## src/hw/tlfr_pkg.sv

```systemverilog
// Package of constants and types for the temperature limit and fault response block.
`default_nettype none
package tlfr_pkg;
    // ------------------------------------------------------------------
    // Command codes
    // ------------------------------------------------------------------
    localparam logic [7:0] TLFR_CMD_OT_WARN  = 8'h51; // Over-temperature warning limit.
    localparam logic [7:0] TLFR_CMD_UT_WARN  = 8'h52; // Under-temperature warning limit.
    localparam logic [7:0] TLFR_CMD_UT_FAULT = 8'h53; // Under-temperature fault limit.
    localparam logic [7:0] TLFR_CMD_UT_RESP  = 8'h54; // Under-temperature fault action.

    // ------------------------------------------------------------------
    // Reset values of the limit and action registers
    // ------------------------------------------------------------------
    localparam logic [15:0] TLFR_RST_OT_WARN  = 16'h0000; // Warning limit after reset.
    localparam logic [15:0] TLFR_RST_UT_WARN  = 16'h0000; // Warning limit after reset.
    localparam logic [15:0] TLFR_RST_UT_FAULT = 16'h0000; // Fault limit after reset.
    localparam logic [7:0]  TLFR_RST_UT_RESP  = 8'h00;    // Action byte after reset.

    // ------------------------------------------------------------------
    // Field layout of the action byte
    // ------------------------------------------------------------------
    localparam int TLFR_RESP_HI  = 7; // Response field, top bit.
    localparam int TLFR_RESP_LO  = 6; // Response field, bottom bit.
    localparam int TLFR_RETRY_HI = 5; // Retry field, top bit.
    localparam int TLFR_RETRY_LO = 3; // Retry field, bottom bit.
    localparam int TLFR_DELAY_HI = 2; // Delay field, top bit.
    localparam int TLFR_DELAY_LO = 0; // Delay field, bottom bit.

    // Retry codes with a meaning of their own.
    localparam logic [2:0] TLFR_RETRY_NONE    = 3'h0; // No restart attempt.
    localparam logic [2:0] TLFR_RETRY_ENDLESS = 3'h7; // Retry without limit.

    // Linear number format: five-bit exponent over an eleven-bit mantissa.
    localparam int TLFR_EXP_HI  = 15; // Exponent, top bit.
    localparam int TLFR_EXP_LO  = 11; // Exponent, bottom bit.
    localparam int TLFR_MANT_HI = 10; // Mantissa, top bit.
    localparam int TLFR_FRAC    = 16; // Fraction bits of the fixed-point compare value.

    // ------------------------------------------------------------------
    // Types
    // ------------------------------------------------------------------
    typedef enum logic [1:0] {
        TLFR_ACT_IGNORE  = 2'h0, // Keep regulating.
        TLFR_ACT_DELAY   = 2'h1, // Run on for the delay, then retry handling.
        TLFR_ACT_DISABLE = 2'h2, // Disable at once, then retry handling.
        TLFR_ACT_LATCH   = 2'h3  // Disable until the fault is cleared.
    } tlfr_action_t;

    typedef struct packed {
        logic        valid; // Command present this cycle.
        logic        write; // High for a write, low for a read.
        logic [7:0]  code;  // Command code.
        logic [15:0] wdata; // Write data, byte commands use the low byte.
    } tlfr_cmd_t;

    typedef struct packed {
        logic ot_warn;  // Temperature above the over-temperature warning limit.
        logic ut_warn;  // Temperature below the under-temperature warning limit.
        logic ut_fault; // Latched under-temperature fault status.
    } tlfr_status_t;
endpackage
`default_nettype wire

```

## src/hw/tlfr_top.sv

```systemverilog
// Temperature limit registers and under-temperature fault response logic.
//
// Summary of operation
// - Response 00 keeps regulating through the fault.
// - Response 01 runs on for delay, then retries.
// - Response 10 disables at once, then retries.
// - Response 11 holds output off until cleared.
// - Commanding output off then on clears faults.
// - Retry 000 never restarts; stays off.
// - Retry 001 makes one attempt, then latches.
// - Attempts spaced by delay count times unit.
// - Over-temperature warning limit at code 51h.
// - Under-temperature warning limit at code 52h.
// - Under-temperature fault limit at code 53h.
// - Delay field n selects two to the n units.
// - Retry 2..6 attempts; 111 retries without limit.
`default_nettype none
module tlfr_top
    import tlfr_pkg::*;
(
    input  wire logic         clock,       // 200 MHz system clock.
    input  wire logic         rst_n,       // Asynchronous reset, active low.
    input  wire tlfr_cmd_t    cmd,         // Command from the serial bus front end.
    input  wire logic         clear_faults,// Clear-faults command pulse.
    input  wire logic         clear_status,// Pulse that clears the fault status bit and releases a latched fault.
    input  wire logic         ctrl_pin,    // Control pin, asynchronous level.
    input  wire logic         oper_on,     // On bit of the operation command.
    input  wire logic [15:0]  temp_meas,   // Measured temperature, linear format.
    input  wire logic         unit_tick,   // One-cycle pulse per delay time unit.
    output logic              rd_valid_q,  // Read answer valid, one cycle.
    output logic [15:0]       rd_data_q,   // Read answer data.
    output logic              rd_unsup_q,  // Command code not served here.
    output logic              out_en_q,    // Converter output enable.
    output tlfr_status_t      status_q     // Warning and fault flags.
);
    // ------------------------------------------------------------------
    // Helper functions
    // ------------------------------------------------------------------
    // Turns a linear value into signed fixed point so limits compare exactly.
    function automatic logic signed [47:0] lin_fix(input logic [15:0] v);
        logic signed [47:0] m;
        logic signed [5:0]  e;
        m = 48'(signed'(v[TLFR_MANT_HI:0]));
        e = 6'(signed'(v[TLFR_EXP_HI:TLFR_EXP_LO]));
        lin_fix = m <<< (6'(TLFR_FRAC) + e);
    endfunction

    // Delay field n gives two to the n time units.
    function automatic logic [7:0] delay_units(input logic [2:0] n);
        delay_units = 8'h01 << n;
    endfunction

    // ------------------------------------------------------------------
    // Registers and pin synchroniser
    // ------------------------------------------------------------------
    logic [15:0]  ot_warn_lim_q;   // Over-temperature warning limit.
    logic [15:0]  ut_warn_lim_q;   // Under-temperature warning limit.
    logic [15:0]  ut_fault_lim_q;  // Under-temperature fault limit.
    logic [7:0]   ut_action_q;     // Under-temperature fault action byte.
    logic         ctrl_s1_q;       // First synchroniser stage of the control pin.
    logic         ctrl_s2_q;       // Second synchroniser stage of the control pin.
    logic         run_req_q;       // Run request one cycle ago, for the on edge.
    logic [7:0]   tmr_q;           // Time units counted in the current delay.
    logic [2:0]   attempts_q;      // Failed restart attempts so far.

    typedef enum logic [1:0] {TLFR_ST_RUN, TLFR_ST_DELAY, TLFR_ST_WAIT, TLFR_ST_LATCH} tlfr_state_t;
    tlfr_state_t  state_q;         // Fault response state.
    tlfr_state_t  state_d;         // Next fault response state.
    logic         tmr_clr;         // Restart the delay timer.
    logic [2:0]   attempts_d;      // Next attempt count.

    // ------------------------------------------------------------------
    // Decoding
    // ------------------------------------------------------------------
    wire          wr_en     = cmd.valid & cmd.write;
    wire          rd_en     = cmd.valid & ~cmd.write;
    wire          hit_ot    = cmd.code == TLFR_CMD_OT_WARN;
    wire          hit_utw   = cmd.code == TLFR_CMD_UT_WARN;
    wire          hit_utf   = cmd.code == TLFR_CMD_UT_FAULT;
    wire          hit_resp  = cmd.code == TLFR_CMD_UT_RESP;
    wire          hit_any   = hit_ot | hit_utw | hit_utf | hit_resp;
    wire tlfr_action_t action = tlfr_action_t'(ut_action_q[TLFR_RESP_HI:TLFR_RESP_LO]);
    wire    [2:0] retry     = ut_action_q[TLFR_RETRY_HI:TLFR_RETRY_LO];
    wire    [2:0] delay_n   = ut_action_q[TLFR_DELAY_HI:TLFR_DELAY_LO];
    wire    [7:0] units     = delay_units(delay_n);
    wire signed [47:0] temp_fix = lin_fix(temp_meas);
    wire          ot_warn_now  = temp_fix > lin_fix(ot_warn_lim_q);
    wire          ut_warn_now  = temp_fix < lin_fix(ut_warn_lim_q);
    wire          ut_fault_now = temp_fix < lin_fix(ut_fault_lim_q);
    // The output is wanted only while both the pin and the on bit ask for it.
    wire          run_req   = ctrl_s2_q & oper_on;
    wire          turn_on   = run_req & ~run_req_q;
    wire          clear_all = clear_faults | clear_status | turn_on;
    wire          timer_done = unit_tick & ((tmr_q + 8'h01) == units);
    // Attempt count after the attempt now failing.
    wire    [2:0] attempts_inc = attempts_q + 3'h1;
    wire          retry_spent = (retry != TLFR_RETRY_ENDLESS) && (attempts_inc >= retry);
    wire          read_sel  = rd_en & hit_any;
    wire   [15:0] read_mux  = hit_ot  ? ot_warn_lim_q  :
                              hit_utw ? ut_warn_lim_q  :
                              hit_utf ? ut_fault_lim_q :
                              hit_resp ? {8'h00, ut_action_q} : 16'h0000;

    // ------------------------------------------------------------------
    // Control pin synchroniser
    // ------------------------------------------------------------------
    // The pin is asynchronous, so only the second stage feeds logic.
    always_ff @(posedge clock or negedge rst_n) begin
        if (!rst_n) begin
            ctrl_s1_q <= 1'b0;
            ctrl_s2_q <= 1'b0;
        end else begin
            ctrl_s1_q <= ctrl_pin;
            ctrl_s2_q <= ctrl_s1_q;
        end
    end

    // ------------------------------------------------------------------
    // Limit and action registers
    // ------------------------------------------------------------------
    // Writes land one edge after the command is presented.
    always_ff @(posedge clock or negedge rst_n) begin
        if (!rst_n) begin
            ot_warn_lim_q  <= TLFR_RST_OT_WARN;
            ut_warn_lim_q  <= TLFR_RST_UT_WARN;
            ut_fault_lim_q <= TLFR_RST_UT_FAULT;
            ut_action_q    <= TLFR_RST_UT_RESP;
        end else if (wr_en) begin
            if (hit_ot)   ot_warn_lim_q  <= cmd.wdata;
            if (hit_utw)  ut_warn_lim_q  <= cmd.wdata;
            if (hit_utf)  ut_fault_lim_q <= cmd.wdata;
            if (hit_resp) ut_action_q    <= cmd.wdata[7:0];
        end
    end

    // ------------------------------------------------------------------
    // Read answer
    // ------------------------------------------------------------------
    // Unknown codes answer zero and raise the unsupported flag.
    always_ff @(posedge clock or negedge rst_n) begin
        if (!rst_n) begin
            rd_valid_q <= 1'b0;
            rd_data_q  <= 16'h0000;
            rd_unsup_q <= 1'b0;
        end else begin
            rd_valid_q <= read_sel;
            rd_data_q  <= read_sel ? read_mux : 16'h0000;
            rd_unsup_q <= cmd.valid & ~hit_any;
        end
    end

    // ------------------------------------------------------------------
    // Fault response state machine
    // ------------------------------------------------------------------
    // A command off overrides every state, which also ends endless retries.
    always_comb begin
        state_d    = state_q;
        tmr_clr    = 1'b0;
        attempts_d = attempts_q;
        if (!run_req) begin
            state_d    = TLFR_ST_RUN;
            attempts_d = 3'h0;
        end else begin
            case (state_q)
                TLFR_ST_RUN: begin
                    attempts_d = 3'h0;
                    tmr_clr    = 1'b1;
                    if (ut_fault_now) begin
                        case (action)
                            TLFR_ACT_IGNORE:  state_d = TLFR_ST_RUN;
                            TLFR_ACT_DELAY:   state_d = TLFR_ST_DELAY;
                            TLFR_ACT_DISABLE: state_d = (retry == TLFR_RETRY_NONE) ? TLFR_ST_LATCH : TLFR_ST_WAIT;
                            default:          state_d = TLFR_ST_LATCH;
                        endcase
                    end
                end
                TLFR_ST_DELAY: begin
                    // at delay end check the fault again
                    if (timer_done) begin
                        tmr_clr = 1'b1;
                        if (!ut_fault_now) begin
                            state_d = TLFR_ST_RUN;
                        end else begin
                            state_d = (retry == TLFR_RETRY_NONE) ? TLFR_ST_LATCH : TLFR_ST_WAIT;
                        end
                    end
                end
                TLFR_ST_WAIT: begin
                    if (timer_done) begin
                        tmr_clr = 1'b1;
                        if (!ut_fault_now) begin
                            state_d    = TLFR_ST_RUN;
                            attempts_d = 3'h0;
                        end else begin
                            // failed attempts latch once the budget is spent
                            attempts_d = attempts_inc;
                            state_d    = retry_spent ? TLFR_ST_LATCH : TLFR_ST_WAIT;
                        end
                    end
                end
                TLFR_ST_LATCH: begin
                    // only a clear lets the output return
                    if (clear_all) begin
                        state_d = TLFR_ST_RUN;
                    end
                end
                default: state_d = TLFR_ST_RUN;
            endcase
        end
    end

    // State, timer and attempt registers.
    always_ff @(posedge clock or negedge rst_n) begin
        if (!rst_n) begin
            state_q    <= TLFR_ST_RUN;
            tmr_q      <= 8'h00;
            attempts_q <= 3'h0;
            run_req_q  <= 1'b0;
        end else begin
            state_q    <= state_d;
            attempts_q <= attempts_d;
            run_req_q  <= run_req;
            tmr_q      <= tmr_clr ? 8'h00 : (unit_tick ? tmr_q + 8'h01 : tmr_q);
        end
    end

    // ------------------------------------------------------------------
    // Output enable and status flags
    // ------------------------------------------------------------------
    // The output runs in RUN and DELAY only; a restart is the return to RUN.
    always_ff @(posedge clock or negedge rst_n) begin
        if (!rst_n) begin
            out_en_q <= 1'b0;
            status_q <= '0;
        end else begin
            out_en_q         <= run_req && (state_d == TLFR_ST_RUN || state_d == TLFR_ST_DELAY);
            status_q.ot_warn <= ot_warn_now;
            status_q.ut_warn <= ut_warn_now;
            // sticky fault, a new fault beats a clear
            status_q.ut_fault <= ut_fault_now | (status_q.ut_fault & ~clear_all);
        end
    end

    // ------------------------------------------------------------------
    // Assertions
    // ------------------------------------------------------------------
    property p_ignore_runs;
        @(posedge clock) disable iff (!rst_n)
        (state_q == TLFR_ST_RUN && action == TLFR_ACT_IGNORE && run_req) |=> out_en_q;
    endproperty
    a_ignore_runs: assert property (p_ignore_runs) else $error("Ignore response dropped the output.");

    property p_delay_keeps_on;
        @(posedge clock) disable iff (!rst_n)
        (state_q == TLFR_ST_RUN && ut_fault_now && action == TLFR_ACT_DELAY && run_req)
            |=> (state_q == TLFR_ST_DELAY && out_en_q);
    endproperty
    a_delay_keeps_on: assert property (p_delay_keeps_on) else $error("Delay response did not run on.");

    property p_disable_now;
        @(posedge clock) disable iff (!rst_n)
        (state_q == TLFR_ST_RUN && ut_fault_now && action == TLFR_ACT_DISABLE) |=> !out_en_q;
    endproperty
    a_disable_now: assert property (p_disable_now) else $error("Disable response left the output on.");

    property p_latch_holds;
        @(posedge clock) disable iff (!rst_n)
        (state_q == TLFR_ST_LATCH && !clear_all && run_req) |=> (state_q == TLFR_ST_LATCH && !out_en_q);
    endproperty
    a_latch_holds: assert property (p_latch_holds) else $error("Latched fault released without a clear.");

    property p_on_edge_clears;
        @(posedge clock) disable iff (!rst_n)
        (turn_on && !ut_fault_now) |=> !status_q.ut_fault;
    endproperty
    a_on_edge_clears: assert property (p_on_edge_clears) else $error("Off then on did not clear the fault.");

    property p_no_retry;
        @(posedge clock) disable iff (!rst_n)
        (state_q == TLFR_ST_RUN && ut_fault_now && action == TLFR_ACT_DISABLE
            && retry == TLFR_RETRY_NONE && run_req) |=> (state_q == TLFR_ST_LATCH);
    endproperty
    a_no_retry: assert property (p_no_retry) else $error("Retry setting zero did not latch.");

    property p_one_retry;
        @(posedge clock) disable iff (!rst_n)
        (state_q == TLFR_ST_WAIT && retry == 3'h1 && timer_done && ut_fault_now && run_req)
            |=> (state_q == TLFR_ST_LATCH);
    endproperty
    a_one_retry: assert property (p_one_retry) else $error("Single retry did not latch on failure.");

    property p_interval;
        @(posedge clock) disable iff (!rst_n)
        (state_q == TLFR_ST_WAIT && unit_tick && (tmr_q + 8'h01) < units && run_req)
            |=> (state_q == TLFR_ST_WAIT && tmr_q == $past(tmr_q) + 8'h01);
    endproperty
    a_interval: assert property (p_interval) else $error("Restart came before the interval ended.");

    property p_retry_budget;
        @(posedge clock) disable iff (!rst_n)
        (state_q == TLFR_ST_WAIT && retry != TLFR_RETRY_ENDLESS) |-> (attempts_q < retry);
    endproperty
    a_retry_budget: assert property (p_retry_budget) else $error("More attempts than the retry setting.");

    property p_ot_limit_write;
        @(posedge clock) disable iff (!rst_n)
        (wr_en && hit_ot) |=> (ot_warn_lim_q == $past(cmd.wdata));
    endproperty
    a_ot_limit_write: assert property (p_ot_limit_write) else $error("Warning limit write lost.");

    property p_fault_flag;
        @(posedge clock) disable iff (!rst_n)
        ut_fault_now |=> status_q.ut_fault;
    endproperty
    a_fault_flag: assert property (p_fault_flag) else $error("Fault flag missed a fault.");
endmodule
`default_nettype wire
```

## config.mk

```make
export PLATFORM = sky130hd
export DESIGN_NAME = tlfr_top
export DESIGN_NICKNAME = d
export VERILOG_FILES = /design/src/hw/tlfr_pkg.sv /design/src/hw/tlfr_top.sv
export SDC_FILE = /design/constraint.sdc
export NUM_CORES = 1
export LEC_CHECK = 0
export BUFFER_PORTS_ARGS = -buffer_cell sky130_fd_sc_hd__buf_2
export CAP_MARGIN = 20
export CELL_PAD_IN_SITES_DETAIL_PLACEMENT = 1
export CELL_PAD_IN_SITES_GLOBAL_PLACEMENT = 1
export CORE_MARGIN = 2
export CORE_UTILIZATION = 45
export CTS_CLUSTER_DIAMETER = 80
export DETAILED_ROUTE_END_ITERATION = 6
export GPL_TIMING_DRIVEN = 0
export PLACE_DENSITY = 0.87
export RECOVER_POWER = 25
export SYNTH_ARGS = -nofsm -noshare
export SYNTH_HDL_FRONTEND = slang
export SYNTH_SLANG_ARGS = --single-unit
```

## constraint.sdc

```tcl
create_clock -name clock -period 9.8 [get_ports clock]
set_input_delay 0.98 -clock clock [delete_from_list [all_inputs] [get_ports clock]]
set_output_delay 0.98 -clock clock [all_outputs]
set_load 0.05 [all_outputs]
```

After elaboration in Yosys (flattened, before gate mapping)

Index checks and enable logic that the tools add are counted.
W data, S select, Z words.

Register bits: 94
Input port bits: 49
Output and inout port bits: 22
Word-level logic and storage cells: 103

Add/sub/neg operators: 6
Order comparisons: 4
Equal/unequal tests: 14
Shift operators: 5
Mux-type cells: 25
Bitwise gates (word level): 18
Reductions and logical operators: 14

Operators with widths:

| operator              | count |
|---|---|
| $sshl A11 B6 Y48      | 4 |
| $lt A48 B48 Y1        | 2 |
| $mux W16              | 4 |
| $gt A48 B48 Y1        | 1 |
| $eq A8 B7 Y1 const B  | 4 |
| $add A6 B5 Y6 const A | 4 |
| $mux W8               | 3 |
| $mux W2               | 7 |
| $reduce_and A2 Y1     | 5 |
| $mux W3               | 3 |
| $add A8 B1 Y8 const B | 1 |
| $and A1 B1 Y1         | 8 |
| $eq A8 B8 Y1          | 1 |
| $pmux W2 S4           | 1 |
| $shl A1 B3 Y8 const A | 1 |
| $eq A2 B1 Y1 const B  | 3 |
| $eq A2 B2 Y1 const B  | 3 |
| $logic_not A2 Y1      | 3 |
| $ne A3 B3 Y1 const B  | 2 |
| $or A1 B1 Y1          | 6 |
| $pmux W2 S3           | 1 |
| $pmux W3 S2           | 1 |
| $mux W1               | 4 |
| $not A1 Y1            | 4 |
| 9 further kinds       | 10 |

Depth between registers and ports, before layout

Gate-level depths: netlist of run 1.

Depth in word-level cells: 11
Mapped depth: 18
Gate-level depth less buffers: 17

Least setup slack after synthesis of run 1

Ideal clock, no wire load.

Kind: input to register
From: input port temp_meas[12]
To: register attempts_q[0]
Library setup time: 0.074 ns
Arrival time: 4.691 ns
Data required time: 9.726 ns
Path slack: 5.035 ns
Stages: 15
Path buffers: 2
Cell sequence: clkbuf_1 clkbuf_1 mux2i_1 mux2i_1 a21oi_1 o21ai_0 ha_1 a211oi_1 o211ai_1 o221a_2 a211o_1 a2111o_1 mux2_4 or3b_4 o21ai_2

Word-level cells in the longest chain between the ends: 7

RTL lines:

| element              | line            | RTL |
|---|---|---|
| from (decl)          | tlfr_top.sv:28  | `input wire logic [15:0] temp_meas,` |
| $add A6 B5 Y6        | tlfr_top.sv:45  | `lin_fix = m <<< (6'(TLFR_FRAC) + e);` |
| $sshl A11 B6 Y48     | tlfr_top.sv:45  |  |
| $lt A48 B48 Y1       | tlfr_top.sv:89  | `wire ut_fault_now = temp_fix < lin_fix(ut_fault_lim_q);` |
| $mux W3              | tlfr_top.sv:191 | `if (!ut_fault_now) begin` |
| $mux W3              | tlfr_top.sv:189 | `if (timer_done) begin` |
| $pmux W3 S2          | tlfr_top.sv:164 | `case (state_q)` |
| $mux W3              | tlfr_top.sv:160 | `if (!run_req) begin` |
| to (signal assigned) | tlfr_top.sv:221 | `attempts_q <= attempts_d;` |
| to (decl)            | tlfr_top.sv:64  | `logic [2:0] attempts_q;` |

No other way between the ends. The select of a mux whose other input is x is not followed.
A chain may end at the register's enable or synchronous reset.

Worst setup path after layout of run 1

From: input port temp_meas[12]
To: register state_q[1]

Word-level cells in the longest chain between the ends: 7
Elaborated cells on any way between the ends: 10
Classes of those cells: add/sub: 1; order compare: 1; shift: 1; mux: 7

RTL lines:

| element                           | line                             | RTL |
|---|---|---|
| $add A6 B5 Y6 (*)                 | tlfr_top.sv:45                   |  |
| $sshl A11 B6 Y48 (*)              | tlfr_top.sv:45                   |  |
| $lt A48 B48 Y1 (*)                | tlfr_top.sv:89                   |  |
| $mux W2, on equally long branches | tlfr_top.sv:191, tlfr_top.sv:181 |  |
| $mux W2, on equally long branches | tlfr_top.sv:189, tlfr_top.sv:179 |  |
| $pmux W2 S4 (*)                   | tlfr_top.sv:164                  |  |
| $mux W2 (*)                       | tlfr_top.sv:160                  |  |
| net state_d[1]                    | tlfr_top.sv:68                   | `tlfr_state_t state_d;` |
| to (signal assigned)              | tlfr_top.sv:220                  | `state_q <= state_d;` |
| to (decl)                         | tlfr_top.sv:67                   | `tlfr_state_t state_q;` |

The timed path passes the listed nets; every way through them passes the cells marked *.

==> impl_metrics.csv, run 1 <==
group,metric,value,unit
yosys,syn_inst,1332,
detailed_routing,wl_per_cell,24.1,um
status,violations,"max-capacitance violations, max-slew violations",
detailed_routing,via_count,11300,
floorplanning,die_height,159,um
status,run_status,"finished with violations",
timing,max_slew.worst_pin.slew,4.07,ns
clock_tree,cts_num_sinks,94,
floorplanning,core-area,23500,um2
global_route,grt_antenna_before_repair,0,
detailed_routing,routed_wl,41800,um
finish,nNetsFinal,1596,
yosys,synth.distinct_cells,69,
yosys,synth.area.top_cells,"dfrtp_1 22%, ha_1 16%, mux2i_1 8.1%, mux2_2 6.4%, nand2_1 5.9%",
yosys,async_flop_share,100,%
global_route,track_usage,32.7,%
timing,hold_viol,0,
hold_path,min_path_type,"reg -> reg",
floorplanning,die_area,25200,um2
detailed_routing,vias_per_cell,6.48,
yosys,yosysMostFrequentCell,"nand2_1",
timing,fmax,181,MHz
global_route,grt_pass1_wl,65100,um
finish,fin_cells,1738,
clock_tree,root_buffer,"clkbuf_16",
detailed_routing,ant_nets,0,
yosys,synth_area,10800,um2
critical_path,critPathLaunchType,"input pin",
floorplanning,initial_utilization,45.9,%
finish,fillerInstances,2936,
global_route,grt_max_degree,73,
clock_tree,cts_resized,0,
critical_path,crit_fanout,10,
clock_tree,cts_buffers,9,
clock_tree,clock_latency,0.37,ns
flow_run,max-cap-violations,1,
yosys,synth_top_area_share,21.8,%
clock_tree,cts_max_level,3,
clock_tree,clkTransAtPathRegs,0.08,ns
timing,maxSlewHeadroom,-171,%
clock_tree,post-cts-setup-buffers,0,
timing,clock_skew,0.0206,ns
place,placed_cells,1720,
critical_path,cp_data_arrival_time,5.78,ns
critical_path,worstSetupPathType,"in -> reg",
finish,area_growth,9.70,%
yosys,yosysWarnings,0,
timing,fin_crit_sh,56.3,%
pwr,power.density,103,nW/um2
critical_path,crit_required,10.06,ns
detailed_routing,first_iter_violations,856,
pwr,p_leak,0.00515,uW
finish,drive_gt1_share,11.9,%
critical_path,cp-end-kind,"register",
yosys,syn_nets,1515,
global_route,grt_pass1_vias,11500,
yosys,synth_edf_count,0,
clock_tree,cts_max_path_buffers,2,
floorplanning,rows,56,
yosys,synthTopCellsByCount,"169 x nand2_1, 134 x ha_1, 106 x a21oi_1",
yosys,synth_top_area_cell,"dfrtp_1",
yosys,avgSynthCellArea,8.09,um2
place,hpwl,33000,um
timing,tns,0,ns
place,port_buffers,65,
floorplanning,io_pins,71,
timing,period_needed,5.52,ns
floorplanning,die_x,159,um
pwr,ir_drop,110,uV
clock_tree,hold_buffers,0,
timing,rsz0062_at_grt,"false",
yosys,ys_ff_latch,94,
clock_tree,cts_tree,"yes",
place,globalplace.congestion,0.958,
yosys,synth.yosys.seq_area_share,21.8,%
detailed_routing,first_pass_iters,5,
global_route,gr-total-overflow,0,
detailed_routing,drc_errors,0,
yosys,synth_ff_type,"dfrtp_1",
timing,finalSetupViolCount,0,
timing,finalMaxSlewViolations,73,
## cell usage in the layout (no fill, tap or decap), types with 11 or more instances in the layout
| cell | instances |
|---|---|
| clkbuf_1 | 75 |
| mux2i_1 | 87 |
| a21oi_1 | 106 |
| nor2b_1 | 14 |
| and2_1 | 17 |
| buf_2 | 66 |
| nor2_1 | 103 |
| nand4_1 | 22 |
| a31oi_1 | 11 |
| ha_1 | 134 |
| and3_1 | 11 |
| a22oi_1 | 22 |
| o21ai_0 | 102 |
| mux2_2 | 61 |
| nand2_1 | 169 |
| nor3_1 | 18 |
| dfrtp_1 | 94 |
| inv_1 | 26 |
| o211ai_1 | 16 |
| a21boi_0 | 12 |
| o21a_1 | 16 |
| a21o_1 | 26 |
| a211oi_1 | 12 |
| nand3_1 | 16 |
| nand2b_1 | 23 |
## metrics by stage
step	power [uW]	setup slack (ns)	utilization [%]	area, um2	hold slack [ns]
after detailed placement	843	3.92	49.2	11500	0.338
after floorplan	702	5.04	-	10800	0.331
after global placement	818	4.08	49.0	11500	0.334
after CTS	1210	4.32	50.4	11800	0.368
final	1210	4.28	50.3	11800	0.360
after global routing	1280	3.45	50.3	11800	0.372
## cell type report
type / instances / area, um2 / share of cell area, %
Clock inverter: 7 / 62.6 / 0.529
Clock buffer: 9 / 225 / 1.91
Timing Repair Buffer: 70 / 355 / 3.01
Buffer: 84 / 324 / 2.74
Inverter: 28 / 105 / 0.889
Tap cell: 319 / 399 / 3.38
Antenna cell: 1 / 2.50 / 0.0212
Multi-Input combinational cell: 1126 / 7990 / 67.6
Sequential cell: 94 / 2350 / 19.9
## metal layers
layer	track usage (%)	share of wire (%)	up-vias	wire, um
met4	17.8	5.9	0	2450
met1	40.0	41	5538	17200
met5	0	0	-	0
met2	54.8	47	473	19500
met3	5.59	6.4	148	2690
li1	-	-	5096	-
## power breakdown
| group | total (uW) | switching (uW) | internal, uW |
|---|---|---|---|
| sequential | 419 | 16.5 | 403 |
| clock | 368 | 189 | 179 |
| combinational | 427 | 272 | 155 |
| total | 1210 | 478 | 737 |
## flip-flops by register name, summed over array words and instances, names as in the netlist
signal and cells:
tmr_q 8, rd_valid_q 1, ctrl_s2_q 1, ot_warn_lim_q 16, attempts_q 3, out_en_q 1, ut_fault_lim_q 16, ctrl_s1_q 1
ut_action_q 8, ut_warn_lim_q 16, run_req_q 1, status_q 3, state_q 2, rd_data_q 16, rd_unsup_q 1
## logic make-up after synthesis
family	synth area share, %
simple gates	19.2
mux	15.2
buf+inv	3.98
fa+ha+maj	15.6
xor+xnor	0.976
flops	21.8
compound gates	23.3
## worst max-delay path: stages
cell,delay [ns]
clkbuf_1,0.39
clkbuf_1,0.43
mux2i_1,0.17
mux2i_1,0.23
mux2i_1,0.18
nand2_1,0.11
o21ai_0,0.11
o21ai_0,0.76
ha_1,0.31
nand4_1,0.19
or4_1,0.56
a2111oi_0,0.40
a211o_1,0.22
a2111o_1,0.14
mux2_4,0.22
a31oi_1,0.13
and4_1,0.23
## final timing paths
path,start,end,slack (ns),cells after the start
setup / recovery,temp_meas[12],state_q[1],4.28,17
hold / removal,ctrl_s1_q,ctrl_s2_q,0.36,0
min in group asynchronous,rst_n,tmr_q[1],0.89,1
setup reg to reg,ut_fault_lim_q[11],attempts_q[0],4.92,17
max in group asynchronous,rst_n,ut_fault_lim_q[8],4.42,2
hold reg to reg,ctrl_s1_q,ctrl_s2_q,0.36,0
(Power assumes the default switching activity.)
==> run 2, diff against run 1 <==
--- a/config.mk
+++ b/config.mk
@@ -5,12 +5,13 @@
 export SDC_FILE = /design/constraint.sdc
 export NUM_CORES = 1
 export LEC_CHECK = 0
+export ABC_AREA = 1
 export BUFFER_PORTS_ARGS = -buffer_cell sky130_fd_sc_hd__buf_2
 export CAP_MARGIN = 20
 export CELL_PAD_IN_SITES_DETAIL_PLACEMENT = 1
 export CELL_PAD_IN_SITES_GLOBAL_PLACEMENT = 1
 export CORE_MARGIN = 2
-export CORE_UTILIZATION = 45
+export CORE_UTILIZATION = 41
 export CTS_CLUSTER_DIAMETER = 80
 export DETAILED_ROUTE_END_ITERATION = 6
 export GPL_TIMING_DRIVEN = 0
==> constraint.sdc (replaced) <==
create_clock -name clock -period 4.7 [get_ports clock]
set_input_delay 0.47 -clock clock [delete_from_list [all_inputs] [get_ports clock]]
set_output_delay 0.47 -clock clock [all_outputs]
set_load 0.05 [all_outputs]
==> impl_metrics.csv, run 2 <==
group,metric,value,unit
critical_path,worstSetupPathType,"in -> reg",
place,globalplace.congestion,0.965,
clock_tree,root_buffer,"clkbuf_16",
timing,period_needed,4.19,ns
clock_tree,cts_max_level,3,
flow_run,max-cap-violations,1,
finish,nNetsFinal,1875,
pwr,ir_drop,210,uV
critical_path,critPathLaunchType,"input pin",
yosys,synthTopCellsByCount,"385 x nand2_1, 295 x o21ai_0, 146 x inv_1",
yosys,async_flop_share,100,%
timing,max_slew.worst_pin.slew,2.74,ns
clock_tree,cts_buffers,9,
floorplanning,die_height,164,um
detailed_routing,drc_errors,0,
clock_tree,post-cts-setup-buffers,0,
global_route,grt_pass1_vias,11900,
pwr,p_seq_share,32.9,%
pwr,power_frac_comb,32.1,%
yosys,synth.area.top_cells,"dfrtp_1 22%, ha_1 16%, o21ai_0 14%, nand2_1 14%, inv_1 5.2%",
critical_path,cp_data_arrival_time,4.46,ns
place,placed_cells,2011,
yosys,syn_inst,1613,
timing,maxSlewHeadroom,-82.8,%
finish,antennaDiodeCount,0,
critical_path,crit_fanout,10,
status,run_status,"finished with violations",
timing,tns,0,ns
status,violations,"max-capacitance violations, max-slew violations",
yosys,synth_edf_count,0,
finish,layout_commonest_cell,"nand2_1",
clock_tree,clkTransAtPathRegs,0.07,ns
clock_tree,hold_buffers,0,
finish,fin_cells,2027,
detailed_routing,routed_wl,40100,um
clock_tree,cts_resized,0,
yosys,syn_nets,1796,
finish,layout_common_cells,"385 x nand2_1, 295 x o21ai_0, 146 x inv_1",
yosys,synth_top_area_cell,"dfrtp_1",
critical_path,cp-end-kind,"register",
pwr,clkPwrFrac,35.0,%
detailed_routing,first_pass_iters,5,
yosys,synth_ff_type,"dfrtp_1",
yosys,synth.yosys.seq_area_share,22.3,%
detailed_routing,vias_per_cell,5.80,
clock_tree,cts_num_sinks,94,
detailed_routing,first_iter_violations,697,
global_route,track_usage,30.0,%
detailed_routing,via_count,11800,
place,port_buffers,67,
timing,finalMaxSlewViolations,50,
yosys,avgSynthCellArea,6.54,um2
floorplanning,die_x,164,um
yosys,synth_top_area_share,22.3,%
finish,area_growth,10.6,%
hold_path,min_path_type,"in -> reg",
critical_path,crit_required,4.97,ns
yosys,synth_area,10500,um2
floorplanning,core-area,25300,um2
pwr,power.density,225,nW/um2
floorplanning,io_pins,71,
timing,rsz0062_at_grt,"false",
timing,holdWs,0.218,ns
global_route,gr-total-overflow,0,
pwr,p_leak,0.00549,uW
detailed_routing,ant_nets,0,
timing,fmax,239,MHz
finish,drive_gt1_share,9.19,%
timing,hold_viol,0,
floorplanning,rows,58,
yosys,yosysMostFrequentCell,"nand2_1",
timing,finalSetupViolCount,0,
pwr,p_sw,941,uW
floorplanning,initial_utilization,41.8,%
yosys,yosysWarnings,0,
place,hpwl,33100,um
yosys,synth.distinct_cells,49,
pwr,netSwitchingFraction,35.8,%
yosys,ys_ff_latch,94,
pwr,p_total,2630,uW
clock_tree,cts_max_path_buffers,2,
clock_tree,clock_latency,0.35,ns
global_route,grt_pass1_wl,63100,um
global_route,grt_max_degree,50,
pwr,internal_power,1690,uW
detailed_routing,wl_per_cell,19.8,um
floorplanning,die_area,27000,um2
timing,fin_crit_sh,89.2,%
global_route,grt_antenna_before_repair,0,
clock_tree,cts_tree,"yes",
timing,clock_skew,0.0110,ns
-- run 2: worst max-delay path: stages --
cell and delay (ns):
buf_2 0.14, clkbuf_1 0.32, nand2_1 0.09, o21ai_0 0.15, o21ai_0 0.20, o21ai_0 0.34
a21oi_1 0.14, o21ai_0 0.77, ha_1 0.37, nand2_1 0.08, nor2_1 0.06, nand2_1 0.06
o211ai_1 0.11, nand2_1 0.10, nand3_1 0.10, a21oi_1 0.32, nand3_2 0.19, nand2_2 0.12
nand4_1 0.14, o21ai_1 0.18
-- run 2: path summary, 6_finish.rpt --
path | start | endpoint | slack, ns | cells after the start
setup / recovery | temp_meas[11] | attempts_q[1] | 0.51 | 20
hold / removal | ctrl_pin | ctrl_s1_q | 0.22 | 1
setup reg to reg | ut_fault_lim_q[11] | attempts_q[1] | 0.68 | 20
hold reg to reg | ctrl_s1_q | ctrl_s2_q | 0.35 | 0
max in group asynchronous | rst_n | rd_data_q[14] | 1.41 | 2
min in group asynchronous | rst_n | ctrl_s1_q | 0.99 | 1
-- run 2: stage by stage --
stage	area (um2)	worst slack, ns	util (%)
detailed placement	11300	0.186	44.8
CTS	11700	0.539	46.3
global route	11700	0.159	46.2
floorplan	10500	1.49	-
global placement	11300	0.321	44.7
finish	11700	0.510	46.2
-- run 2: cell families after synthesis --
kind of cell             after synthesis  share of synthesized area [%]
AND/OR/NAND/NOR                      651                           27.0
AO/OA/AOI/OAI                        469                           23.8
buffers and inverters                238                           8.65
adder cells (fa/ha/maj)              134                           15.9
flip-flops                            94                           22.3
multiplexers                          16                           1.52
XOR/XNOR                              11                          0.914
-- run 2: layout make-up --
cell class,count,area (um2)
Timing Repair Buffer,68,339
Fill cell,3391,13600
Clock inverter,7,143
Inverter,160,603
Tap cell,330,413
Buffer,78,309
Multi-Input combinational cell,1281,7280
Clock buffer,9,225
Sequential cell,94,2350
-- run 2: power groups by stage --
stage / sequential [uW] / combinational [uW] / clock [uW]
floorplan: 885 / 534 / 0
global placement: 877 / 778 / 0
detailed placement: 879 / 829 / 0
CTS: 863 / 838 / 926
global route: 868 / 947 / 956
finish: 864 / 844 / 921
-- run 2: routing by layer --
layer | GRT usage, % | wire, um | share of wire [%] | vias up
met4 | 13.8 | 1980 | 4.9 | 0
li1 | - | - | - | 5649
met3 | 2.61 | 1630 | 4.1 | 100
met5 | 0 | 0 | 0 | -
met2 | 51.6 | 18900 | 47 | 333
met1 | 38.2 | 17600 | 44 | 5681
==> run 3, diff against run 2 <==
--- a/config.mk
+++ b/config.mk
@@ -11,12 +11,11 @@
 export CELL_PAD_IN_SITES_DETAIL_PLACEMENT = 1
 export CELL_PAD_IN_SITES_GLOBAL_PLACEMENT = 1
 export CORE_MARGIN = 2
-export CORE_UTILIZATION = 41
+export CORE_UTILIZATION = 40
 export CTS_CLUSTER_DIAMETER = 80
 export DETAILED_ROUTE_END_ITERATION = 6
 export GPL_TIMING_DRIVEN = 0
-export PLACE_DENSITY = 0.87
-export RECOVER_POWER = 25
+export PLACE_DENSITY = 0.86
 export SYNTH_ARGS = -nofsm -noshare
 export SYNTH_HDL_FRONTEND = slang
 export SYNTH_SLANG_ARGS = --single-unit
==> impl_metrics.csv, run 3 (synthesis results as in run 2) <==
group,metric,value,unit
status,run_status,"completed",
detailed_routing,routed_wl,39400,um
clock_tree,hold_buffers,0,
place,placed_cells,2016,
clock_tree,cts_max_level,3,
timing,finalSetupViolCount,0,
critical_path,cp_common_cell,"o21ai_0",
detailed_routing,via_count,11700,
floorplanning,rows,59,
timing,max_slew.worst_pin.slew,1.23,ns
pwr,power.density,212,nW/um2
detailed_routing,drc_errors,0,
critical_path,crit_buf_inv,2,
finish,area_growth,10.4,%
timing,hold_viol,0,
place,port_buffers,67,
clock_tree,clkTransAtPathRegs,0.07,ns
pwr,p_total,2470,uW
critical_path,cp_top_family,"compound AO/OA/AOI/OAI gates",
detailed_routing,first_iter_violations,792,
timing,fin_crit_sh,91.2,%
finish,layout_common_cells,"385 x nand2_1, 295 x o21ai_0, 146 x inv_1",
pwr,ir_drop,199,uV
place,globalplace.congestion,0.987,
timing,tns,0,ns
global_route,grt_pass1_vias,11900,
critical_path,worstSetupPathType,"in -> reg",
hold_path,min_path_type,"in -> async",
finish,fillerInstances,3512,
clock_tree,cts_num_sinks,94,
critical_path,cp_data_arrival_time,4.56,ns
timing,finalMaxSlewViolations,0,
detailed_routing,vias_per_cell,5.75,
critical_path,critPathSlowestCell,"o21ai_0",
global_route,grt_antenna_before_repair,0,
place,hpwl,32600,um
place,dp_worst_setup_slack,0.131,ns
pwr,p_leak,0.00548,uW
clock_tree,cts_resized,0,
global_route,gr-total-overflow,0,
finish,nNetsFinal,1875,
clock_tree,root_buffer,"clkbuf_16",
critical_path,critPathLaunchType,"input pin",
detailed_routing,ant_nets,0,
global_route,grt_pass1_wl,63100,um
detailed_routing,wl_per_cell,19.4,um
critical_path,cp-end-kind,"register",
detailed_routing,first_pass_iters,5,
timing,fmax,233,MHz
finish,antennaDiodeCount,0,
floorplanning,initial_utilization,40.6,%
critical_path,worstPathCellList,"buf_2, clkbuf_1, nand2_1, o21ai_0, o21ai_0, o21ai_0, a21oi_1, o21ai_0, ha_1, nand4_1, o221ai_1, nand3_1, nand2_1, a21oi_1, nand3_2, nand2_2, nand4_1, o21ai_1",
floorplanning,io_pins,71,
floorplanning,die_x,166,um
global_route,grt_max_degree,74,
timing,period_needed,4.29,ns
timing,clock_skew,0.00719,ns
timing,rsz0062_at_grt,"false",
critical_path,reg2reg_setup_slack,0.62,ns
floorplanning,die_height,166,um
timing,maxSlewHeadroom,17.1,%
clock_tree,cts_tree,"yes",
timing,fin_ws,0.414,ns
global_route,track_usage,28.3,%
critical_path,max_stage_delay,0.97,ns
finish,layout_commonest_cell,"nand2_1",
floorplanning,core-area,26000,um2
critical_path,crit_fanout,10,
finish,drive_gt1_share,9.25,%
floorplanning,die_area,27700,um2
critical_path,crit_required,4.97,ns
flow_run,max-cap-violations,0,
clock_tree,cts_buffers,9,
finish,final_util,44.8,%
clock_tree,clock_latency,0.35,ns
clock_tree,cts_max_path_buffers,2,
clock_tree,post-cts-setup-buffers,0,
finish,fin_cells,2032,
-- run 3: cell types whose count changed in the layout (fill, tap and decap cells not counted) --
| cell | previous run | this run |
|---|---|---|
| bufinv_16 | 4 | 1 |
| clkbuf_8 | 0 | 2 |
| clkinv_4 | 0 | 2 |
| inv_6 | 2 | 0 |
| buf_16 | 0 | 1 |
| buf_4 | 0 | 1 |
| clkbuf_1 | 65 | 64 |
| clkbuf_2 | 1 | 0 |
| clkinv_2 | 1 | 2 |
-- run 3: per-layer routing --
metal  part of all wire (%)  vias up  GRT usage, %
li1                       -     5631             -
met1                     43     5581          36.0
met2                     46      353          47.2
met3                    4.9      110          2.88
met4                    5.8        0          15.2
met5                      0        -             0
-- run 3: final timing paths --
path	cells past startpoint	startpoint	end
max reg2reg	20	ut_fault_lim_q[11]	attempts_q[0]
max	18	temp_meas[11]	attempts_q[0]
max in group asynchronous	2	rst_n	ut_warn_lim_q[12]
min in group clock	1	ctrl_pin	ctrl_s1_q
min	1	rst_n	tmr_q[2]
min reg2reg	0	ctrl_s1_q	ctrl_s2_q
-- run 3: layout make-up --
class | count | area (um2) | share of cell area [%]
multi-input combinational | 1281 | 7280 | 62.6
sequential | 94 | 2350 | 20.2
inverter | 160 | 603 | 5.18
tap | 335 | 419 | 3.60
timing repair buffer | 68 | 365 | 3.14
buffer | 78 | 309 | 2.65
clock buffer | 11 | 253 | 2.17
clock inverter | 5 | 57.6 | 0.494
-- run 3: report_power, final --
part           total [uW]  switching, uW  internal [uW]
registers             864           28.6            836
logic                 835            558            277
clock network         771            329            442
-- run 3: through the flow --
stage | hold WS, ns | cell area [um2]
2_1_floorplan | 0.174 | 10500
3_3_place_gp | 0.332 | 11300
3_5_place_dp | 0.339 | 11300
4_1_cts | 0.0162 | 11600
5_1_grt | 0.0298 | 11600
6_report | 0.0125 | 11600
